===== config.mk =====
export PLATFORM = sky130hd
export DESIGN_NAME = ppm_port2_pin_mode
export DESIGN_NICKNAME = d
export VERILOG_FILES = /design/src/hdl/ppm_pkg.sv /design/src/hdl/ppm_port2_pin_mode.sv
export SDC_FILE = /design/constraint.sdc
export NUM_CORES = 1
export LEC_CHECK = 0
export BUFFER_PORTS_ARGS = -buffer_cell sky130_fd_sc_hd__buf_4
export CORE_UTILIZATION = 45
export CTS_CLUSTER_DIAMETER = 120
export DETAILED_ROUTE_END_ITERATION = 12
export HOLD_SLACK_MARGIN = 0.06
export PLACE_DENSITY = 0.85
export SYNTH_ARGS = -nofsm -noshare
export SYNTH_HDL_FRONTEND = slang
export SYNTH_SLANG_ARGS = --single-unit

===== constraint.sdc =====
create_clock -name ref_clk -period 2.95 [get_ports ref_clk]
set_input_delay 0.4425 -clock ref_clk [delete_from_list [all_inputs] [get_ports ref_clk]]
set_output_delay 0.4425 -clock ref_clk [all_outputs]
set_load 0.1 [all_outputs]

===== src/hdl/ppm_pkg.sv =====
// package: register map, field layout and mode codes for the port-2 pin mode block
package ppm_pkg;

  // ----------------------------------------
  // register map
  // ----------------------------------------
  // printed offset is not a multiple of four: kept as an index, byte address is four times it
  localparam logic [7:0] PPM_ACCESS_IDX = 8'h97;
  localparam logic [9:0] PPM_ACCESS_ADDR = {PPM_ACCESS_IDX, 2'b00};
  localparam int PPM_ADDR_W = 10;
  localparam logic [7:0] PPM_ACCESS_RESET = 8'h00;

  // ----------------------------------------
  // field layout
  // ----------------------------------------
  localparam int PPM_MODE_HI = 7;
  localparam int PPM_MODE_LO = 5;
  localparam int PPM_IN_MODE_HI = 6;
  localparam int PPM_DIR_BIT = 4;
  localparam int PPM_RPL_BIT = 3;
  localparam int PPM_IDX_HI = 2;
  localparam int PPM_IDX_LO = 0;

  // ----------------------------------------
  // mode codes
  // ----------------------------------------
  localparam logic [2:0] PPM_OUT_NORMAL = 3'h0;
  localparam logic [2:0] PPM_OUT_HIGH = 3'h3;
  localparam logic [1:0] PPM_IN_NOPULL = 2'h0;
  localparam logic [1:0] PPM_IN_PULLDN = 2'h1;
  localparam logic [1:0] PPM_IN_PULLUP = 2'h2;
  localparam logic [1:0] PPM_IN_OFF = 2'h3;
  localparam logic [2:0] PPM_OUT_RESET = 3'h0;
  localparam logic [1:0] PPM_IN_RESET = 2'h0;

  typedef enum logic [1:0] {
    PPM_IDLE = 2'b00,
    PPM_ACK = 2'b01
  } ppm_state_type;

endpackage : ppm_pkg


===== src/hdl/ppm_port2_pin_mode.sv =====
// module: port-2 pin mode storage with indirect wishbone access
`timescale 1ns/1ns
`default_nettype none

// Overview of operation
// RULE_01 - Output mode is the three-bit mode field, 000 for normal drive and 011 for high drive.
// RULE_02 - Software writes only the two defined output codes; other codes are illegal for outputs.
// RULE_03 - Input mode uses the low two mode bits: 00 no pulls, 01 pull-down, 10 pull-up.
// RULE_04 - A stored input code of 11 switches that pin's input buffer off.
// RULE_05 - On a configuration write, direction bit 0 targets output mode and 1 targets input mode.
// RULE_06 - A write with the read-pointer-load bit set stores the pin index and direction for reads.
// RULE_07 - A write with the read-pointer-load bit set leaves all pin modes unchanged.
// RULE_08 - A write with the read-pointer-load bit clear updates the addressed pin's chosen mode.
// RULE_09 - A read returns in the mode field the mode of the stored pin and stored direction.
// RULE_10 - The three-bit pin index selects pin 0 through pin 7 directly.
// RULE_11 - The stored read pointer holds across configuration writes and resets to zero.
module ppm_port2_pin_mode #(
  parameter int PINS = 8
) (
  input wire logic ref_clk, // system clock
  input wire logic nrst, // synchronous reset, active low
  input wire logic wb_cyc_i, // bus cycle
  input wire logic wb_stb_i, // strobe
  input wire logic wb_we_i, // write enable
  input wire logic [ppm_pkg::PPM_ADDR_W-1:0] wb_adr_i, // byte address
  input wire logic [3:0] wb_sel_i, // byte enables
  input wire logic [31:0] wb_dat_i, // write data
  output logic [31:0] wb_dat_o, // read data
  output logic wb_ack_o, // acknowledge
  output logic [PINS*3-1:0] out_mode_o, // per-pin output mode code
  output logic [PINS*2-1:0] in_mode_o, // per-pin input mode code
  output logic [PINS-1:0] out_high_drive_o, // per-pin high drive select
  output logic [PINS-1:0] in_buf_en_o, // per-pin input buffer enable
  output logic [PINS-1:0] pull_down_o, // per-pin pull-down enable
  output logic [PINS-1:0] pull_up_o // per-pin pull-up enable
);
  import ppm_pkg::*;

  // ----------------------------------------
  // state
  // ----------------------------------------
  logic [2:0] out_mode_r [PINS];
  logic [1:0] in_mode_r [PINS];
  logic [2:0] rd_index_r;
  logic rd_dir_r;
  ppm_state_type state_r;
  logic req;
  logic hit;
  logic wr_en;
  logic [7:0] wbyte;
  logic [2:0] wr_idx;
  logic [2:0] rd_mode;
  logic [2:0] wr_mode;
  logic [1:0] wr_in_code;
  logic wr_dir;
  logic wr_rpl;
  logic cfg_wr;
  logic ptr_wr;
  logic rd_en;
  logic [PINS-1:0] pin_sel;
  ppm_state_type state_nxt;
  logic ack_nxt;
  logic [31:0] rd_data_nxt;
  logic [2:0] rd_index_nxt;
  logic rd_dir_nxt;
  logic [2:0] out_mode_nxt [PINS];
  logic [1:0] in_mode_nxt [PINS];
  logic [PINS-1:0] high_drive_nxt;
  logic [PINS-1:0] buf_en_nxt;
  logic [PINS-1:0] pull_down_nxt;
  logic [PINS-1:0] pull_up_nxt;

  // ----------------------------------------
  // bus decode
  // ----------------------------------------
  assign req = wb_cyc_i && wb_stb_i && (state_r == PPM_IDLE);
  assign hit = (wb_adr_i == PPM_ACCESS_ADDR);
  assign wbyte = wb_dat_i[7:0];
  assign wr_en = req && hit && wb_we_i && wb_sel_i[0];
  // RULE_10 direct pin index
  assign wr_idx = wbyte[PPM_IDX_HI:PPM_IDX_LO];
  assign wr_dir = wbyte[PPM_DIR_BIT];
  assign wr_rpl = wbyte[PPM_RPL_BIT];
  assign wr_mode = wbyte[PPM_MODE_HI:PPM_MODE_LO];
  // RULE_03 input code in low two bits
  assign wr_in_code = wbyte[PPM_IN_MODE_HI:PPM_MODE_LO];
  // RULE_07 pointer loads never reach storage
  assign cfg_wr = wr_en && !wr_rpl;
  assign ptr_wr = wr_en && wr_rpl;
  assign rd_en = req && hit && !wb_we_i;

  // RULE_10 one-hot pin select
  genvar s;
  generate
    for (s = 0; s < PINS; s++) begin : g_sel
      assign pin_sel[s] = (wr_idx == 3'(s));
    end
  endgenerate

  // ----------------------------------------
  // read path
  // ----------------------------------------
  // RULE_09 selected mode readback
  always_comb begin
    rd_mode = 3'h0;
    if (rd_dir_r) begin
      rd_mode = {1'b0, in_mode_r[rd_index_r]};
    end else begin
      rd_mode = out_mode_r[rd_index_r];
    end
  end

  // ----------------------------------------
  // bus handshake
  // ----------------------------------------
  // one-cycle ack, dropped in the following cycle
  always_comb begin
    state_nxt = state_r;
    ack_nxt = 1'b0;
    case (state_r)
      PPM_IDLE: begin
        if (wb_cyc_i && wb_stb_i) begin
          state_nxt = PPM_ACK;
          ack_nxt = 1'b1;
        end
      end
      PPM_ACK: begin
        state_nxt = PPM_IDLE;
        ack_nxt = 1'b0;
      end
      default: begin
        state_nxt = PPM_IDLE;
        ack_nxt = 1'b0;
      end
    endcase
  end

  always_ff @(posedge ref_clk) begin
    if (!nrst) begin
      state_r <= PPM_IDLE;
    end else begin
      state_r <= state_nxt;
    end
  end

  always_ff @(posedge ref_clk) begin
    if (!nrst) begin
      wb_ack_o <= 1'b0;
    end else begin
      wb_ack_o <= ack_nxt;
    end
  end

  // read data; unmapped addresses and write cycles read zero
  always_comb begin
    rd_data_nxt = 32'h0000_0000;
    if (rd_en) begin
      rd_data_nxt = {24'h00_0000, rd_mode, 5'h00};
    end
  end

  always_ff @(posedge ref_clk) begin
    if (!nrst) begin
      wb_dat_o <= 32'h0000_0000;
    end else begin
      wb_dat_o <= rd_data_nxt;
    end
  end

  // ----------------------------------------
  // read pointer
  // ----------------------------------------
  // RULE_06 store pointer on a load write
  always_comb begin
    rd_index_nxt = rd_index_r;
    rd_dir_nxt = rd_dir_r;
    if (ptr_wr) begin
      rd_index_nxt = wr_idx;
      rd_dir_nxt = wr_dir;
    end
  end

  // RULE_11 pointer reset and hold
  always_ff @(posedge ref_clk) begin
    if (!nrst) begin
      rd_index_r <= 3'h0;
    end else begin
      rd_index_r <= rd_index_nxt;
    end
  end

  always_ff @(posedge ref_clk) begin
    if (!nrst) begin
      rd_dir_r <= 1'b0;
    end else begin
      rd_dir_r <= rd_dir_nxt;
    end
  end

  // ----------------------------------------
  // per-pin mode storage and decode
  // ----------------------------------------
  genvar g;
  generate
    for (g = 0; g < PINS; g++) begin : g_pin
      // RULE_08 RULE_05 direction selects target
      always_comb begin
        out_mode_nxt[g] = out_mode_r[g];
        in_mode_nxt[g] = in_mode_r[g];
        if (cfg_wr && pin_sel[g]) begin
          if (wr_dir) begin
            in_mode_nxt[g] = wr_in_code;
          end else begin
            // RULE_01 three bits for output
            out_mode_nxt[g] = wr_mode;
          end
        end
      end

      always_ff @(posedge ref_clk) begin
        if (!nrst) begin
          out_mode_r[g] <= PPM_OUT_RESET;
        end else begin
          out_mode_r[g] <= out_mode_nxt[g];
        end
      end

      always_ff @(posedge ref_clk) begin
        if (!nrst) begin
          in_mode_r[g] <= PPM_IN_RESET;
        end else begin
          in_mode_r[g] <= in_mode_nxt[g];
        end
      end

      // ----------------------------------------
      // pad controls
      // ----------------------------------------
      always_comb begin
        // RULE_01 high drive code
        high_drive_nxt[g] = (out_mode_r[g] == PPM_OUT_HIGH);
        // RULE_04 input buffer off
        buf_en_nxt[g] = (in_mode_r[g] != PPM_IN_OFF);
        // RULE_03 pull selection
        pull_down_nxt[g] = (in_mode_r[g] == PPM_IN_PULLDN);
        pull_up_nxt[g] = (in_mode_r[g] == PPM_IN_PULLUP);
      end

      // registered pad controls, one cycle behind storage
      always_ff @(posedge ref_clk) begin
        if (!nrst) begin
          out_mode_o[g*3 +: 3] <= PPM_OUT_RESET;
        end else begin
          out_mode_o[g*3 +: 3] <= out_mode_r[g];
        end
      end

      always_ff @(posedge ref_clk) begin
        if (!nrst) begin
          in_mode_o[g*2 +: 2] <= PPM_IN_RESET;
        end else begin
          in_mode_o[g*2 +: 2] <= in_mode_r[g];
        end
      end

      always_ff @(posedge ref_clk) begin
        if (!nrst) begin
          out_high_drive_o[g] <= 1'b0;
        end else begin
          out_high_drive_o[g] <= high_drive_nxt[g];
        end
      end

      always_ff @(posedge ref_clk) begin
        if (!nrst) begin
          in_buf_en_o[g] <= 1'b1;
        end else begin
          in_buf_en_o[g] <= buf_en_nxt[g];
        end
      end

      always_ff @(posedge ref_clk) begin
        if (!nrst) begin
          pull_down_o[g] <= 1'b0;
        end else begin
          pull_down_o[g] <= pull_down_nxt[g];
        end
      end

      always_ff @(posedge ref_clk) begin
        if (!nrst) begin
          pull_up_o[g] <= 1'b0;
        end else begin
          pull_up_o[g] <= pull_up_nxt[g];
        end
      end
    end
  endgenerate

endmodule : ppm_port2_pin_mode

`default_nettype wire


==> impl_metrics.env <==
export IMPL_skew_ns=0.00891
export IMPL_status="finished clean"
export IMPL_drc=0
export IMPL_tightest_slew_ns=0.847
export IMPL_clockBufferDepth=2
export IMPL_die_y_um=99.7
export IMPL_yosysTopAreaCellShare_pct=57.8
export IMPL_cts_made_buffers=17
export IMPL_r2r_cells=4
export IMPL_fmax_mhz=482
export IMPL_critical_path_top_delay_family="simple AND/OR/NAND/NOR gates"
export IMPL_drive_above_1_share_pct=27.6
export IMPL_netlist_area_mm2=0.00430
export IMPL_crit_chain="nand3b_1 -> nor4_1 -> nand4_1 -> mux2i_1"
export IMPL_ir_worst_vdd_mv=0.427
export IMPL_yosysUniqueCellTypes=31
export IMPL_power_density_mw_per_mm2=704
export IMPL_synthCells=400
export IMPL_slowest_stage="nor4_1"
export IMPL_r2r_end="out_mode_r[5][0]$_SDFFE_PN0P_"
export IMPL_overflow=0
export IMPL_ys_seq_area_share_pct=57.8
export IMPL_cts_repair_resized=0
export IMPL_place_area_mm2=0.00502
export IMPL_hp_class="in2reg"
export IMPL_area_growth_pct=30.6
export IMPL_post_route_period_util_pct=70.3
export IMPL_cp_required_ns=3.31
export IMPL_num_rows=35
export IMPL_final_area_mm2=0.00561
export IMPL_cp_arrival_ns=2.44
export IMPL_p_total_mw=3.95
export IMPL_initial_core_util_pct=46.5
export IMPL_dp_hpwl_um=6480
export IMPL_cellLeakagePower_nw=2.91
export IMPL_core_mm2=0.00924
export IMPL_rsz0062_at_grt="no"
export IMPL_dr_pass1_iters=4
export IMPL_cpPeakStageDelay_ns=0.76
export IMPL_cp_max_fo=7
export IMPL_slew_violations=0
export IMPL_n_fill_cell=783
export IMPL_critPathBufInv=0
export IMPL_yosys_top_cells_area="dfxtp_1 58%, mux2i_1 9.5%, mux4_2 6.3%"
export IMPL_min_path_cells=3
export IMPL_cp_end_kind="register"
export IMPL_wirelength_um=9120
export IMPL_ios=156
export IMPL_synth_top_area_cell="dfxtp_1"
export IMPL_clk_pin_slew_worst_paths_ns=0.05
export IMPL_setup_viol_count_final=0
export IMPL_ys_ff_latch=124
export IMPL_crit_type="reg2reg"
export IMPL_met1_length_um=3740
export IMPL_holdPathEnd="rd_dir_r$_SDFFE_PN0P_"
export IMPL_hold_violations=0
export IMPL_die_area_mm2=0.00995
export IMPL_diodes=0
export IMPL_pre_cts_slack_ns=0.523
export IMPL_grt_total_usage_pct=19.4
export IMPL_cts_sinks=124
export IMPL_die_w_um=99.7
export IMPL_grt_max_degree=45
export IMPL_grt_pass1_vias=3007
export IMPL_reg2reg_slack_ns=0.87
export IMPL_top_layer="met4"
export IMPL_ant_nets=0
export IMPL_max_cap_viol_count=0
export IMPL_layout_min_cycle_time_ns=2.08
export IMPL_wl_met2_um=4540
export IMPL_antenna_found_initial=0
export IMPL_via_count=3075
export IMPL_cts_htree_levels=4
export IMPL_root_buffer="clkbuf_8"
export IMPL_holdCritStartpoint="wb_dat_i[4]"
export IMPL_wl_met3_um=749
export IMPL_ctsHoldBuffers=0
export IMPL_wl_per_cell_um=14.2
export IMPL_cts_tree="yes"
export IMPL_timing_rr_start="state_r[0]$_SDFFE_PN0N_"
export IMPL_setup_tns_ns=0
export IMPL_vias_per_cell=4.80
export IMPL_max_slew_margin_pct=43.0
export IMPL_worst_setup_path_start_kind="register"
export IMPL_grt_pass1_wl_um=14500
export IMPL_worst_slack_ns=0.875
export IMPL_synth_avg_cell_area_um2=10.7
export IMPL_first_iter_violations=180
export IMPL_insertion_delay_ns=0.52
export IMPL_ys_warnings_count=0
export IMPL_cts_setup_buffers=0
export IMPL_port_buffers=99
export IMPL_nNetsFinal=552
export IMPL_place_gp_congestion=0.890
==> cells by family (layout without fill, tap and decap cells) <==
family / Yosys count / after routing / share of synthesized area, %
AO/OA/AOI/OAI: 8 / 8 / 0.932
buffers and inverters: 88 / 171 / 10.4
flip-flops: 124 / 124 / 57.8
multiplexers: 53 / 53 / 15.8
other: 1 / 29 / 0.0873
AND/OR/NAND/NOR: 126 / 126 / 15.0
==> cells in the final DEF (no fill, tap or decap), types with 5 or more instances in the layout <==
master and instances:
clkbuf_16 16, nor3_1 5, nand4_1 13, inv_1 42, mux2i_1 41, dfxtp_1 124
clkbuf_8 5, nand2_1 54, nor2_1 18, mux4_2 12, nor3b_1 8, conb_1 29
buf_4 100, nor2b_1 5
==> worst register-to-register path, delay by kind of cell, from the launching register on <==
family | cells | cell delay (ns)
DFF | 1 | 0.32
muxes | 1 | 0.20
and+or+nand+nor | 3 | 1.41
==> cell type report <==
type,instances,area [um2],share of cell area [%]
repair buffers,100,751,13.4
multi-input cells,216,1470,26.2
clock buffers,23,477,8.49
well taps,129,161,2.88
inverters,42,158,2.81
clock inverters,6,111,1.98
flip-flops and latches,124,2480,44.2
==> how the worst max path moves through the flow <==
stage,to,cells past startpoint,from
after floorplan,out_mode_r[2][0]$_SDFFE_PN0P_,6,wb_adr_i[5]
after global placement,in_mode_r[4][1]$_SDFFE_PN0P_,5,wb_adr_i[5]
after detailed placement,out_mode_r[6][1]$_SDFFE_PN0P_,5,wb_adr_i[5]
after CTS,out_mode_r[6][1]$_SDFFE_PN0P_,4,state_r[0]$_SDFFE_PN0N_
after global routing,out_mode_r[5][1]$_SDFFE_PN0P_,4,state_r[0]$_SDFFE_PN0N_
final,out_mode_r[5][0]$_SDFFE_PN0P_,4,state_r[0]$_SDFFE_PN0N_
==> cells in the mapped netlist <==
library cell,instances
dfxtp_1,124
nand2_1,54
inv_1,42
mux2i_1,41
buf_4,29
nor2_1,18
clkbuf_1,15
nand4_1,13
mux4_2,12
nor3b_1,8
nor2b_1,5
nor3_1,5
a21oi_1,4
nor4_1,4
o21ai_0,4
or4_1,4
nand2b_1,3
and2_1,2
and3_1,1
buf_2,1
buf_6,1
conb_1,1
nand3_1,1
nand3b_1,1
nand4b_1,1
nand4bb_1,1
nor4b_1,1
nor4bb_1,1
or3_1,1
or4_4,1
or4b_4,1
==> registers in the layout (all words and copies together) (netlist names), 3 cells and up, named ones only <==
name / cells
out_mode_o: 24
out_mode_r: 24
in_mode_o: 16
in_mode_r: 16
in_buf_en_o: 8
out_high_drive_o: 8
pull_down_o: 8
pull_up_o: 8
rd_index_r: 3
wb_dat_o: 3
==> stage by stage <==
step | hold WS, ns | cells | util [%]
after floorplan | 0.381 | 428 | -
after global placement | 0.403 | 611 | 54.4
after detailed placement | 0.414 | 611 | 54.4
after CTS | 0.257 | 640 | 60.7
after global routing | 0.263 | 640 | 60.7
final | 0.283 | 640 | 60.7
==> metal layers <==
metal / vias up / track usage, %
met1: 1468 / 22.7
met5: - / 0
met4: 0 / 7.01
met3: 10 / 7.73
met2: 122 / 32.1
li1: 1475 / -
==> report_power, final <==
| part | internal [mW] | leakage (nW) | switching (mW) |
|---|---|---|---|
| clock | 1.36 | 0.286 | 0.679 |
| sequential | 1.68 | 0.999 | 0.000570 |
| combinational | 0.0282 | 1.62 | 0.207 |
No activity file was read; power rests on OpenSTA's default activity.
